===== src/rps_pkg.sv =====
// ---------------------------------------------------------------
// Shared constants of the pixel link serializer
// ---------------------------------------------------------------
package rps_pkg;

  // ---------------------------------------------------------------
  // Clock and timing
  // ---------------------------------------------------------------
  localparam int unsigned CLK_HZ        = 40_000_000; // System clock rate
  localparam int unsigned STOP_PCLK     = 4;          // Pixel periods of silence that reset the link
  localparam int unsigned LOCK_PCLK_DEF = 1024;       // Pixel clocks for the multiplier to lock
  localparam int unsigned PER_W         = 16;         // Width of the pixel period counter
  localparam int unsigned LOCK_W        = 11;         // Width of the lock counter

  // ---------------------------------------------------------------
  // Payload layout
  // ---------------------------------------------------------------
  localparam int unsigned PAY_W      = 32;            // Widest payload, 24-bit colour mode
  localparam int unsigned LANE_N     = 2;             // Data lanes
  localparam int unsigned CH_W       = 8;             // Input bits per colour channel
  localparam int unsigned CH_NARROW  = 6;             // Sent bits per channel in narrow modes
  localparam int unsigned SEQ_W      = 2;             // Payload sequence count width
  localparam logic [4:0]  STEPS_WIDE = 5'h10;         // Bit steps per lane, 32-bit payload
  localparam logic [4:0]  STEPS_NAR  = 5'h0c;         // Bit steps per lane, 24-bit payload
  localparam logic [1:0]  RSV_BITS   = 2'h0;          // Padding of the wide payload, always low
  localparam logic [7:0]  NAR_PAD    = 8'h00;         // Unused tail of the narrow payload

  // ---------------------------------------------------------------
  // Buffering
  // ---------------------------------------------------------------
  localparam int unsigned FIFO_DEPTH = 8;             // Payload words held between the domains of work

  // ---------------------------------------------------------------
  // Reset values
  // ---------------------------------------------------------------
  localparam logic WIDE_RST   = 1'b0;                 // 18-bit input after reset
  localparam logic DITHER_RST = 1'b0;                 // Dithering off after reset

  // Link phases
  typedef enum logic [1:0] {
    PH_OFF    = 2'b00,
    PH_LINKUP = 2'b01,
    PH_ACTIVE = 2'b10
  } rps_phase_e;

endpackage


===== src/rps_stream_if.sv =====
`timescale 1ns/1ps
`default_nettype none
// ---------------------------------------------------------------
// Valid/ready word stream between the serializer parts
// ---------------------------------------------------------------
interface rps_stream_if #(
  parameter int unsigned W = 32
);
  logic [W-1:0] data;   // Payload word
  logic         valid;  // Word offered
  logic         ready;  // Word taken

  // Producer side
  modport src (output data, output valid, input ready);
  // Consumer side
  modport snk (input data, input valid, output ready);
endinterface
`default_nettype wire


===== src/rps_serializer.sv =====
`timescale 1ns/1ps
`default_nettype none
// Function
// Reset gives 18-bit, no dither, 6X clock.
// Wide mode: 8X clock, 32-bit payload.
// Wide payload ends with two low bits.
// Dither reduces to 18 bits, 6X.
// Narrow mode sends colour bits 7 to 2.
// Source ties unused low colour bits.
// Order: colour, syncs, valid, parity, sequence.
// Lanes change on both serial clock edges.
// Bit period is pixel/12 or pixel/16.
// Parity makes total ones odd.
// Inputs captured on pixel clock rising edge.
// Syncs and valid forwarded unchanged.
// OFF phase drives all outputs low.
// Outputs static until multiplier lock.
// Phases OFF, link-up, active; legal steps.
// Stopped pixel clock resets, then relock.
// Source pixel clock 5 to 30 MHz.
// Sequence count steps every sent payload.
// Source supplies vertical sync for dither.
// Payload split evenly over two lanes.
// Frame-synchronous dither, eight to six bits.
module rps_serializer
  import rps_pkg::*;
#(
  parameter int unsigned LOCK_PCLK = LOCK_PCLK_DEF
)(
  input  wire logic       clk,
  input  wire logic       nrst,
  input  wire logic       pixel_clk_i,
  input  wire logic [7:0] red_i,
  input  wire logic [7:0] green_i,
  input  wire logic [7:0] blue_i,
  input  wire logic       vertical_sync_i,
  input  wire logic       horizontal_sync_i,
  input  wire logic       pixel_valid_i,
  input  wire logic       link_enable_i,
  input  wire logic       wide_colour_i,
  input  wire logic       dither_enable_i,
  output logic            forwarded_serial_clock_o,
  output logic            serial_data_lane0_o,
  output logic            serial_data_lane1_o,
  output logic [1:0]      link_phase_o,
  output logic            pixel_drop_o
);
  // ---------------------------------------------------------------
  // Pin synchronisers
  // ---------------------------------------------------------------
  localparam int unsigned SYNC_W = 31;

  logic [SYNC_W-1:0] pin_raw;      // All asynchronous pins
  logic [SYNC_W-1:0] pin_s1_r;     // First stage, read only by stage two
  logic [SYNC_W-1:0] pin_s2_r;     // Second stage, safe to use
  logic              pclk_s3_r;    // Delayed pixel clock for edges

  assign pin_raw = {pixel_clk_i, red_i, green_i, blue_i, vertical_sync_i,
                    horizontal_sync_i, pixel_valid_i, link_enable_i,
                    wide_colour_i, dither_enable_i};

  // Two flops on every pin
  always_ff @(posedge clk or negedge nrst) begin
    if (!nrst) begin
      pin_s1_r  <= '0;
      pin_s2_r  <= '0;
      pclk_s3_r <= 1'b0;
    end else begin
      pin_s1_r  <= pin_raw;
      pin_s2_r  <= pin_s1_r;
      pclk_s3_r <= pin_s2_r[30];
    end
  end

  logic       pclk_rise;           // Pixel clock rising edge seen
  logic [7:0] red_s;               // Synchronised colour and controls
  logic [7:0] green_s;
  logic [7:0] blue_s;
  logic [2:0] ctl_s;               // Vertical, horizontal, valid
  logic       en_s;
  logic       wide_s;
  logic       dith_s;

  assign pclk_rise = pin_s2_r[30] & ~pclk_s3_r;
  assign red_s     = pin_s2_r[29:22];
  assign green_s   = pin_s2_r[21:14];
  assign blue_s    = pin_s2_r[13:6];
  assign ctl_s     = pin_s2_r[5:3];
  assign en_s      = pin_s2_r[2];
  assign wide_s    = pin_s2_r[1];
  assign dith_s    = pin_s2_r[0];

  // ---------------------------------------------------------------
  // Pixel period measure and stop detect
  // ---------------------------------------------------------------
  logic [PER_W-1:0]   per_cnt_r;   // Cycles since last pixel edge
  logic [PER_W-1:0]   period_r;    // Last measured pixel period, 0 = unknown
  logic [PER_W+2:0]   stop_lim;    // Silence that counts as stopped
  logic               stop_det;    // Pixel clock has stopped

  assign stop_lim = (PER_W+3)'(period_r) * (PER_W+3)'(STOP_PCLK);
  assign stop_det = (period_r != '0) && ((PER_W+3)'(per_cnt_r) >= stop_lim);

  // Count cycles between rising edges; forget the period on a stop
  always_ff @(posedge clk or negedge nrst) begin
    if (!nrst) begin
      per_cnt_r <= '0;
      period_r  <= '0;
    end else if (stop_det) begin
      per_cnt_r <= '0;
      period_r  <= '0;
    end else if (pclk_rise) begin
      per_cnt_r <= PER_W'(1);
      period_r  <= per_cnt_r;
    end else if (per_cnt_r != '1) begin
      per_cnt_r <= per_cnt_r + 1'b1;
    end
  end

  // ---------------------------------------------------------------
  // Link phase machine
  // ---------------------------------------------------------------
  rps_phase_e         phase_r;     // Current phase
  rps_phase_e         phase_nxt;   // Next phase
  logic [LOCK_W-1:0]  lock_cnt_r;  // Pixel edges seen while locking
  logic               locked;      // Multiplier lock reached

  assign locked = pclk_rise && (lock_cnt_r == LOCK_W'(LOCK_PCLK - 1));

  // Next phase
  always_comb begin
    phase_nxt = phase_r;
    case (phase_r)
      PH_OFF: begin
        if (en_s && pclk_rise && !stop_det) begin
          phase_nxt = PH_LINKUP;
        end
      end
      PH_LINKUP: begin
        if (!en_s || stop_det) begin
          phase_nxt = PH_OFF;
        end else if (locked) begin
          phase_nxt = PH_ACTIVE;
        end
      end
      PH_ACTIVE: begin
        if (!en_s || stop_det) begin
          phase_nxt = PH_OFF;
        end
      end
      default: begin
        phase_nxt = PH_OFF;
      end
    endcase
  end

  // Phase register
  always_ff @(posedge clk or negedge nrst) begin
    if (!nrst) begin
      phase_r <= PH_OFF;
    end else begin
      phase_r <= phase_nxt;
    end
  end

  // Lock counter runs only in link-up
  always_ff @(posedge clk or negedge nrst) begin
    if (!nrst) begin
      lock_cnt_r <= '0;
    end else if (phase_r != PH_LINKUP) begin
      lock_cnt_r <= '0;
    end else if (pclk_rise) begin
      lock_cnt_r <= lock_cnt_r + 1'b1;
    end
  end

  assign link_phase_o = phase_r;

  // ---------------------------------------------------------------
  // Mode configuration, changed only while off
  // ---------------------------------------------------------------
  logic wide_r;                    // 24-bit input, 8X clock unless dithering is on
  logic dith_r;                    // Dither 24 to 18 bits

  always_ff @(posedge clk or negedge nrst) begin
    if (!nrst) begin
      wide_r <= WIDE_RST;
      dith_r <= DITHER_RST;
    end else if (phase_r == PH_OFF) begin
      wide_r <= wide_s;
      dith_r <= dith_s;
    end
  end

  logic send_wide;                 // 32-bit payload in use
  assign send_wide = wide_r & ~dith_r;

  // ---------------------------------------------------------------
  // Dither pattern state
  // ---------------------------------------------------------------
  logic [1:0] frame_r;             // Frame count, steps on vertical sync
  logic [1:0] col_r;               // Pixel position within frame, modulo 4
  logic       vsync_prev_r;        // Vertical sync at previous pixel
  logic [1:0] offset;              // Dither offset for this pixel

  assign offset = frame_r + col_r;

  // Advance on each pixel; new frame steps the frame count and restarts the column
  always_ff @(posedge clk or negedge nrst) begin
    if (!nrst) begin
      frame_r      <= '0;
      col_r        <= '0;
      vsync_prev_r <= 1'b0;
    end else if (phase_r != PH_ACTIVE) begin
      frame_r      <= '0;
      col_r        <= '0;
      vsync_prev_r <= 1'b0;
    end else if (pclk_rise) begin
      vsync_prev_r <= ctl_s[2];
      if (ctl_s[2] && !vsync_prev_r) begin
        frame_r <= frame_r + 1'b1;
        col_r   <= '0;
      end else begin
        col_r <= col_r + 1'b1;
      end
    end
  end

  // Round eight bits to six with an offset, saturating at full scale
  function automatic logic [CH_NARROW-1:0] dith8(input logic [CH_W-1:0] c, input logic [1:0] off);
    logic [CH_W:0] sum;
    sum = {1'b0, c} + {7'h00, off};
    dith8 = sum[CH_W] ? '1 : sum[CH_W-1:2];
  endfunction

  // ---------------------------------------------------------------
  // Payload build and capture
  // ---------------------------------------------------------------
  rps_stream_if #(.W(PAY_W)) cap_if ();
  rps_stream_if #(.W(PAY_W)) ser_if ();

  logic [SEQ_W-1:0] seq_r;         // Payload sequence count
  logic [5:0]       r6;            // Narrow colour channels
  logic [5:0]       g6;
  logic [5:0]       b6;
  logic             par_wide;      // Parity of the wide payload
  logic             par_nar;       // Parity of the narrow payload
  logic [PAY_W-1:0] word;          // Payload for the current pixel
  logic [PAY_W-1:0] cap_word_r;    // Captured payload
  logic             cap_valid_r;   // Captured payload waits for the FIFO
  logic             cap_push;      // FIFO took the payload

  assign r6 = dith_r ? dith8(red_s, offset) : red_s[7:2];
  assign g6 = dith_r ? dith8(green_s, offset + 2'h1) : green_s[7:2];
  assign b6 = dith_r ? dith8(blue_s, offset + 2'h2) : blue_s[7:2];

  assign par_wide = ~^{red_s, green_s, blue_s, ctl_s, seq_r};
  assign par_nar  = ~^{r6, g6, b6, ctl_s, seq_r};
  assign word = send_wide ? {red_s, green_s, blue_s, ctl_s, par_wide, seq_r, RSV_BITS}
                          : {r6, g6, b6, ctl_s, par_nar, seq_r, NAR_PAD};

  assign cap_if.data  = cap_word_r;
  assign cap_if.valid = cap_valid_r;
  assign cap_push     = cap_valid_r & cap_if.ready;

  // Hold one pixel until the FIFO accepts it; a newer pixel replaces it
  always_ff @(posedge clk or negedge nrst) begin
    if (!nrst) begin
      cap_word_r  <= '0;
      cap_valid_r <= 1'b0;
    end else if (phase_r != PH_ACTIVE) begin
      cap_valid_r <= 1'b0;
    end else if (pclk_rise) begin
      cap_word_r  <= word;
      cap_valid_r <= 1'b1;
    end else if (cap_push) begin
      cap_valid_r <= 1'b0;
    end
  end

  // Drop flag when a waiting pixel is overwritten
  always_ff @(posedge clk or negedge nrst) begin
    if (!nrst) begin
      pixel_drop_o <= 1'b0;
    end else begin
      pixel_drop_o <= (phase_r == PH_ACTIVE) && pclk_rise && cap_valid_r && !cap_if.ready;
    end
  end

  // Sequence steps with each payload handed on
  always_ff @(posedge clk or negedge nrst) begin
    if (!nrst) begin
      seq_r <= '0;
    end else if (phase_r != PH_ACTIVE) begin
      seq_r <= '0;
    end else if (pclk_rise && (!cap_valid_r || cap_if.ready)) begin
      seq_r <= seq_r + 1'b1;
    end
  end

  rps_fifo #(.W(PAY_W), .DEPTH(FIFO_DEPTH)) u_fifo (
    .clk  (clk),
    .nrst (nrst),
    .clr  (phase_r != PH_ACTIVE),
    .wr   (cap_if.snk),
    .rd   (ser_if.src)
  );

  // ---------------------------------------------------------------
  // Bit rate generator: steps per lane spread over the pixel period
  // ---------------------------------------------------------------
  logic [4:0]       steps;         // Bit steps per lane per pixel
  logic [PER_W:0]   acc_r;         // Fractional accumulator
  logic [PER_W:0]   acc_sum;
  logic             bit_en;        // One lane bit period elapsed

  assign steps   = send_wide ? STEPS_WIDE : STEPS_NAR;
  assign acc_sum = acc_r + {12'h000, steps};
  assign bit_en  = (phase_r == PH_ACTIVE) && (acc_sum >= {1'b0, period_r});

  always_ff @(posedge clk or negedge nrst) begin
    if (!nrst) begin
      acc_r <= '0;
    end else if (phase_r != PH_ACTIVE) begin
      acc_r <= '0;
    end else if (bit_en) begin
      acc_r <= ((acc_sum - {1'b0, period_r}) >= {1'b0, period_r}) ? '0
                                                                  : acc_sum - {1'b0, period_r};
    end else begin
      acc_r <= acc_sum;
    end
  end

  // ---------------------------------------------------------------
  // Lane shifter and output drivers
  // ---------------------------------------------------------------
  logic [PAY_W-1:0] shift_r;       // Payload being sent, MSB first
  logic [4:0]       left_r;        // Bit steps left in this payload

  assign ser_if.ready = (left_r == '0);

  // Load a payload when idle, send two bits per step
  always_ff @(posedge clk or negedge nrst) begin
    if (!nrst) begin
      shift_r <= '0;
      left_r  <= '0;
    end else if (phase_r != PH_ACTIVE) begin
      left_r <= '0;
    end else if (ser_if.ready && ser_if.valid) begin
      shift_r <= bit_en ? {ser_if.data[PAY_W-3:0], 2'b00} : ser_if.data; // First pair leaves now, no step lost
      left_r  <= bit_en ? steps - 5'h01 : steps;
    end else if (bit_en && (left_r != '0)) begin
      shift_r <= {shift_r[PAY_W-3:0], 2'b00};
      left_r  <= left_r - 1'b1;
    end
  end

  // Pins: low when off, static high while locking, streaming when active
  always_ff @(posedge clk or negedge nrst) begin
    if (!nrst) begin
      forwarded_serial_clock_o <= 1'b0;
      serial_data_lane0_o      <= 1'b0;
      serial_data_lane1_o      <= 1'b0;
    end else begin
      case (phase_r)
        PH_LINKUP: begin
          forwarded_serial_clock_o <= 1'b1;
          serial_data_lane0_o      <= 1'b1;
          serial_data_lane1_o      <= 1'b1;
        end
        PH_ACTIVE: begin
          if (bit_en) begin
            forwarded_serial_clock_o <= ~forwarded_serial_clock_o;
            serial_data_lane0_o      <= (left_r != '0) ? shift_r[PAY_W-1]
                                                       : (ser_if.valid & ser_if.data[PAY_W-1]);
            serial_data_lane1_o      <= (left_r != '0) ? shift_r[PAY_W-2]
                                                       : (ser_if.valid & ser_if.data[PAY_W-2]);
          end
        end
        default: begin
          forwarded_serial_clock_o <= 1'b0;
          serial_data_lane0_o      <= 1'b0;
          serial_data_lane1_o      <= 1'b0;
        end
      endcase
    end
  end
endmodule
`default_nettype wire


===== src/rps_fifo.sv =====
`timescale 1ns/1ps
`default_nettype none
// ---------------------------------------------------------------
// Synchronous word FIFO with valid/ready on both sides
// ---------------------------------------------------------------
module rps_fifo
  import rps_pkg::*;
#(
  parameter int unsigned W     = PAY_W,
  parameter int unsigned DEPTH = FIFO_DEPTH
)(
  input  wire logic clk,
  input  wire logic nrst,
  input  wire logic clr,
  rps_stream_if.snk wr,
  rps_stream_if.src rd
);
  localparam int unsigned AW = $clog2(DEPTH);

  logic [W-1:0] mem [DEPTH];   // Word storage
  logic [AW:0]  wptr_r;        // Write pointer with wrap bit
  logic [AW:0]  rptr_r;        // Read pointer with wrap bit
  logic         full;          // No room left
  logic         empty;         // Nothing stored
  logic         push;          // Word accepted
  logic         pop;           // Word delivered

  assign full     = (wptr_r[AW-1:0] == rptr_r[AW-1:0]) && (wptr_r[AW] != rptr_r[AW]);
  assign empty    = (wptr_r == rptr_r);
  assign wr.ready = ~full;
  assign rd.valid = ~empty;
  assign rd.data  = mem[rptr_r[AW-1:0]];
  assign push     = wr.valid & ~full;
  assign pop      = rd.ready & ~empty;

  // Storage write, no reset needed on data
  always_ff @(posedge clk) begin
    if (push) begin
      mem[wptr_r[AW-1:0]] <= wr.data;
    end
  end

  // Pointers, flushed by clr
  always_ff @(posedge clk or negedge nrst) begin
    if (!nrst) begin
      wptr_r <= '0;
      rptr_r <= '0;
    end else if (clr) begin
      wptr_r <= '0;
      rptr_r <= '0;
    end else begin
      if (push) begin
        wptr_r <= wptr_r + 1'b1;
      end
      if (pop) begin
        rptr_r <= rptr_r + 1'b1;
      end
    end
  end
endmodule
`default_nettype wire


===== config.mk =====
export PLATFORM = sky130hd
export DESIGN_NAME = rps_serializer
export DESIGN_NICKNAME = d
export VERILOG_FILES = /design/src/rps_pkg.sv /design/src/rps_stream_if.sv /design/src/rps_serializer.sv /design/src/rps_fifo.sv
export SDC_FILE = /design/constraint.sdc
export NUM_CORES = 1
export LEC_CHECK = 0
export BUFFER_PORTS_ARGS = -buffer_cell sky130_fd_sc_hd__buf_4
export CAP_MARGIN = 5
export CORE_AREA = 2 2 229 231
export DETAILED_ROUTE_END_ITERATION = 10
export DIE_AREA = 0 0 231 233
export PLACE_DENSITY_LB_ADDON = 0.12
export REMOVE_ABC_BUFFERS = 1
export SYNTH_ARGS = -nofsm -noshare
export SYNTH_HDL_FRONTEND = slang
export SYNTH_SLANG_ARGS = --single-unit

===== constraint.sdc =====
create_clock -name clk -period 13.2 [get_ports clk]
set_input_delay 1.98 -clock clk [delete_from_list [all_inputs] [get_ports clk]]
set_output_delay 1.98 -clock clk [all_outputs]
set_load 0.02 [all_outputs]

Word-level counts from Yosys, hierarchy flattened

Memories as Yosys holds them, arrays and structs flattened.
Index checks and enable logic that the tools add are counted.
Widths: inputs -> output; s select.

Bits in registers: 216
RAM bits: 256
Output and inout bits: 6
Logic and storage cells: 167
Memories: 1

Memories:

| memory     | depth | bits a word | read ports | clocked after Yosys merged registers in | wr ports | RTL line       | text |
|---|---|---|---|---|---|---|---|
| u_fifo.mem | 8     | 32          | 1          | 0                                       | 1        | rps_fifo.sv:20 | `logic [W-1:0] mem [DEPTH];` |

$add $sub $neg: 17
$lt $le $gt $ge: 3
Equality and inequality tests: 13
Mux-type cells: 57
Bitwise logic cells: 12
Reduce and logical (&&, ||, !) cells: 40

Operator list:

| kind                  | count |
|---|---|
| $mux 32               | 4 |
| $mux 16               | 5 |
| $mux 17               | 3 |
| $mux 6                | 6 |
| $ge 17x16->1          | 2 |
| $reduce_xnor 29->1    | 1 |
| $add 8x2->9           | 3 |
| $mux 5                | 5 |
| $mux 2                | 12 |
| $reduce_xnor 23->1    | 1 |
| $mux 11               | 2 |
| $ge 16x18->1          | 1 |
| $add 17x5->17         | 1 |
| $sub 17x16->17        | 1 |
| $add 16x1->16 const B | 1 |
| $mux 4                | 4 |
| $ne 16x16->1 const B  | 1 |
| $reduce_bool 16->1    | 1 |
| $reduce_bool 2->1     | 8 |
| $logic_and 1x1->1     | 13 |
| $mux 1                | 12 |
| $add 11x1->11 const B | 1 |
| $eq 11x10->1 const B  | 1 |
| $sub 5x1->5 const B   | 2 |
| other kinds (24)      | 51 |

Logic depth before layout (Yosys ltp)

Word-level depth: 10
Depth in mapped cells: 28

Hierarchy

From an unflattened synthesis, not the netlist that was laid out.

Cell total of the unflattened synthesis: 1,579
Area total of the unflattened synthesis: 21,391.8 sq um

Modules (own cells, without submodules):

| module         | times used | cells an instance | area each (sq um) |
|---|---|---|---|
| rps_serializer | 1          | 1,128             | 11,055.6 |
| rps_fifo       | 1          | 451               | 10,336.2 |

Least setup slack after synthesis

Ideal clock, no wire load.

Kind: register -> register
From: reg dith_r
To: reg acc_r[10]
Arrival time: 4.968 ns
Required time: 13.134 ns
Slack: 8.166 ns
Cell stages (with the launch flop): 28
Path buffers: 4
Clock period less this slack: 5.034 ns
Cells stage by stage: dfrtp_1 buf_2 nand2b_1 buf_2 inv_2 clkbuf_1 xnor2_1 ha_1 o21ai_1 a21oi_1 and3_1 nand3_1 xnor2_1 ha_1 nand3_1 nor2_1 nand4_1 a21o_1 nand2_1 a41oi_1 xnor2_1 ha_1 nand4_1 nor4_1 a211o_1 nor3_2 buf_2 a22o_1

Word-level cells in the longest chain between the ends: 9
Elaborated cells on any way between the ends: 11
Those cells by class: add/sub: 2; order compare: 2; mux: 4; bitwise: 2; reduce/logical: 1

Ends and longest elaborated chain:

| what                   | RTL line                                     | text |
|---|---|---|
| from (decl)            | rps_serializer.sv:183                        | `logic dith_r;` |
| from (signal assigned) | rps_serializer.sv:191                        | `dith_r <= dith_s;` |
| $not 1->1 *            | rps_serializer.sv:196                        | `assign send_wide = wide_r & ~dith_r;` |
| $and 1x1->1 *          | rps_serializer.sv:196                        |  |
| $mux 5 *               | rps_serializer.sv:317                        | `assign steps = send_wide ? STEPS_WIDE : STEPS_NAR;` |
| $add 17x5->17 *        | rps_serializer.sv:318                        | `assign acc_sum = acc_r + {12'h000, steps};` |
| $sub 17x16->17         | rps_serializer.sv:327, rps_serializer.sv:328 |  |
| $ge 17x16->1           | rps_serializer.sv:327                        | `acc_r <= ((acc_sum - {1'b0, period_r}) >= {1'b0, period_r}) ? '0` |
| $mux 17                | rps_serializer.sv:327                        |  |
| $mux 17 *              | rps_serializer.sv:326                        | `end else if (bit_en) begin` |
| $mux 17 *              | rps_serializer.sv:324                        | `end else if (phase_r != PH_ACTIVE) begin` |
| to (signal assigned)   | rps_serializer.sv:327                        |  |
| to (signal assigned)   | rps_serializer.sv:330                        | `acc_r <= acc_sum;` |
| to (decl)              | rps_serializer.sv:313                        | `logic [PER_W:0] acc_r;` |

Every way passes the cells marked *; elsewhere a longest branch is shown, timed or not.
A chain may end at the register's enable or synchronous reset.

Worst setup path in the final report

From: reg dith_r
To: reg acc_r[9]

Same word-level chain as after synthesis.

==> run_results.csv <==
group,metric,value,unit
cts,clockBufferDepth,3,
synth,synth_compound_area_share,8.97,%
die,fp.dieW,231,um
grt,grt_pass1_vias,12000,
synth,yosys-mux-area-fraction,9.21,%
critical_path,rr_startpoint,"dith_r",
detailed_routing,num_vias,12100,
cts,cts_made_buffers,48,
sta,rsz0062_at_grt,"false",
critical_path,crit_family,"simple AND/OR/NAND/NOR gates",
critical_path,path_cells,"nand2b_1 -> buf_4 -> inv_2 -> xnor2_1 -> ha_1 -> o21ai_1 -> a21oi_1 -> and3_1 -> nand3_1 -> xnor2_1 -> ha_1 -> nand3_1 -> nor2_1 -> nand4_1 -> a21o_1 -> nand2_1 -> a41oi_1 -> xnor2_1 -> ha_1 -> nand4_1 -> nor4_1 -> a211o_1 -> nor3_2 -> a22o_1",
synth,synth-seq-area-share,61.5,%
sta,setup_viol_count_final,0,
final_layout,nNetsFinal,1645,
sta,finalHoldViolCount,0,
synth,synth_top_family_by_area,"multiplexers",
synth,synth_xor_area_share,4.69,%
run,cap_violations,0,
synth,synthTopCellsByArea,"edfxtp_1 (35%), dfrtp_1 (26%), mux4_2 (6.6%), ha_1 (4.2%), xnor2_1 (2.5%)",
cts,cts_tree,"yes",
detailed_routing,first_iter_violations,866,
final_layout,drive_gt1_share,13.9,%
sta,fmax,160,MHz
die,core,0.0511,mm^2
cts,cts_resized,0,
final_layout,antenna_cells,0,
grt,antenna_found_initial,0,
sta,finalSetupTns,0,ps
synth,syn_inst,1500,
synth,synthAdderAreaFrac,4.28,%
synth,synth_top_area_cell,"edfxtp_1",
final_layout,fin_util,45.0,%
place,detailed_place_hpwl,29200,um
critical_path,cp_data_arrival_time,6770,ps
sta,period_needed,6250,ps
final_layout,n_fill_cell,4614,
synth,ys_types,69,
synth,synth_ff_type,"edfxtp_1",
critical_path,setup.worst_path.end_class,"register",
detailed_routing,post_drt_wl_per_cell,20.8,um
sta,max-slew-margin-rel,18.8,%
sta,worst_pin_slew,1210,ps
grt,grt_pass1_wl,72600,um
cts,clk_latency,600,ps
die,die_area,0.0538,mm^2
detailed_routing,drc,0,
synth,synth-simple-area-share,9.10,%
synth,synth_top_cell_area_share,35.5,%
detailed_routing,vias_per_cell,5.35,
synth,syn_area,0.0203,mm^2
run_status,status,"completed",
critical_path,slowest_delay,950,ps
synth,ys_ff_latch,452,
cts,ctsRootBufferMaster,"clkbuf_16",
die,io_pins,39,
cts,post-cts-setup-buffers,0,
place,placed_area,0.0214,mm^2
critical_path,crit_path_start,"dith_r",
pwr,powerDensity,196,mW/mm^2
detailed_routing,ant_nets,0,
critical_path,start_kind,"register",
final_layout,area_delta_synth_final,13.2,%
synth,synth_edf_count,240,
critical_path,critPathBufInv,2,
synth,avgSynthCellArea,13.6,um^2
critical_path,path_max_fanout,23,
final_layout,final_cell_area,0.0230,mm^2
synth,async_reset_ff_share,46.9,%
pwr,p_leak,8.86,nW
critical_path,required,13720,ps
detailed_routing,firstDrtPassIters,5,
grt,grt_max_degree,74,
critical_path,crit_type,"reg -> reg",
pwr,ir_worst_vdd,0.139,mV
critical_path,critPathSlowestCell,"nor3_2",
cts,clkSlewWorstSetupHoldPaths,60,ps
place,gp_congestion,0.834,
synth,ys_warn_count,0,
detailed_routing,routed_wl,47000,um
place,io_buffers,38,
hold_path,min_from,"pin_s1_r[26]",
die,start_util,39.8,%
sta,clock_skew,34.0,ps
hold_path,hp-class,"reg -> reg",
die,die_y,233,um
die,rows,83,
grt,grt_usage,17.8,%
grt,overflow,0,
sta,period_share,47.3,%
cts,hold_buffers,0,
sta,maxSlewViolCount,0,
cts,cts.sinks,452,
cts,cts.htree.levels,2,
## per-stage QoR
stage / std cells / total power [W] / hold WS [ps] / worst slack [ps]
after floorplan: 1433 / 0.00274 / 331 / 7500
after global placement: 2173 / 0.00318 / 332 / 7140
after detailed placement: 2173 / 0.00319 / 335 / 6970
after CTS: 2263 / 0.00455 / 347 / 6950
after global routing: 2263 / 0.00477 / 350 / 6400
final: 2263 / 0.00450 / 343 / 6950
## flip-flops by register name, summed over array words and instances (netlist names), 16 cells and up
| register | cells |
|---|---|
| acc_r | 17 |
| period_r | 16 |
| per_cnt_r | 16 |
| shift_r | 30 |
| pin_s2_r | 31 |
| cap_if.data | 30 |
| pin_s1_r | 31 |
| u_fifo.mem | 240 |
## final cells by class
cell class	instances	area, um^2	area share (%)
sequential	452	12500	54.4
multi-input combinational	934	7430	32.3
clock buffer	73	1390	6.02
tap	680	851	3.70
timing repair buffer	60	458	1.99
clock inverter	17	194	0.843
inverter	47	176	0.766
## kinds of logic after synthesis
logic type,count (synthesis)
AOI/OAI and AO/OA,276
xor gates and xnor gates,99
adders and majority gates,69
buffers and inverters,114
DFF,452
muxes,110
other,1
and+or+nand+nor,379
## where the power goes
part | switching (W) | total [W] | internal, W
Clock | 0.000554 | 0.00134 | 0.000786
Combinational | 0.000835 | 0.00138 | 0.000541
Sequential | 0.000133 | 0.00179 | 0.00165
Total | 0.00152 | 0.00450 | 0.00298
## placed cells by master, fill, tap and decap left out, types with 39 or more instances in the layout
cell type and n:
xnor2_1 58, mux2i_1 42, mux4_2 60, inv_1 41, nor2_1 65, nand2_1 131
clkbuf_16 49, buf_4 59, ha_1 68, o21ai_0 45, dfrtp_1 209, a21oi_1 73
and3_1 39, edfxtp_1 240
## cells in the mapped netlist (4+ instances only)
cell type	number
nand2_1	132
edfxtp_1	240
dfrtp_1	212
a211oi_1	29
mux4_2	60
nor4_1	9
and4_1	7
xnor3_1	4
nor2_1	71
o21ai_0	45
o21ai_1	25
nand4_1	22
buf_1	4
and2_1	20
nand2b_1	10
and3_1	39
mux2i_1	42
inv_1	41
xor2_1	35
buf_2	13
a21o_1	12
nor2b_1	10
mux2_2	4
ha_1	68
or2_1	4
a21oi_1	73
o21a_1	7
nand3_1	27
a221o_1	27
a31oi_1	6
a21boi_0	4
clkbuf_1	50
inv_2	6
a22o_1	16
nor3_1	14
xnor2_1	58
## layer usage
metal,GRT usage (%),vias to the layer above,share of wire (%)
met5,0,-,0
met3,3.11,58,3.9
li1,-,5694,-
met4,4.27,0,1.7
met1,26.2,6167,49
met2,27.3,198,45
## final timing paths
kind / endpoint / slack [ps] / cells past startpoint
setup / recovery: acc_r[9] / 6950 / 24
hold / removal: pin_s2_r[26] / 340 / 0
setup reg to reg: acc_r[9] / 6950 / 24
hold reg to reg: pin_s2_r[26] / 340 / 0
max in group asynchronous: u_fifo.rptr_r[0] / 10370 / 2
min in group asynchronous: lock_cnt_r[8] / 1360 / 1
Note: power is estimated with default switching activity, not from simulation.
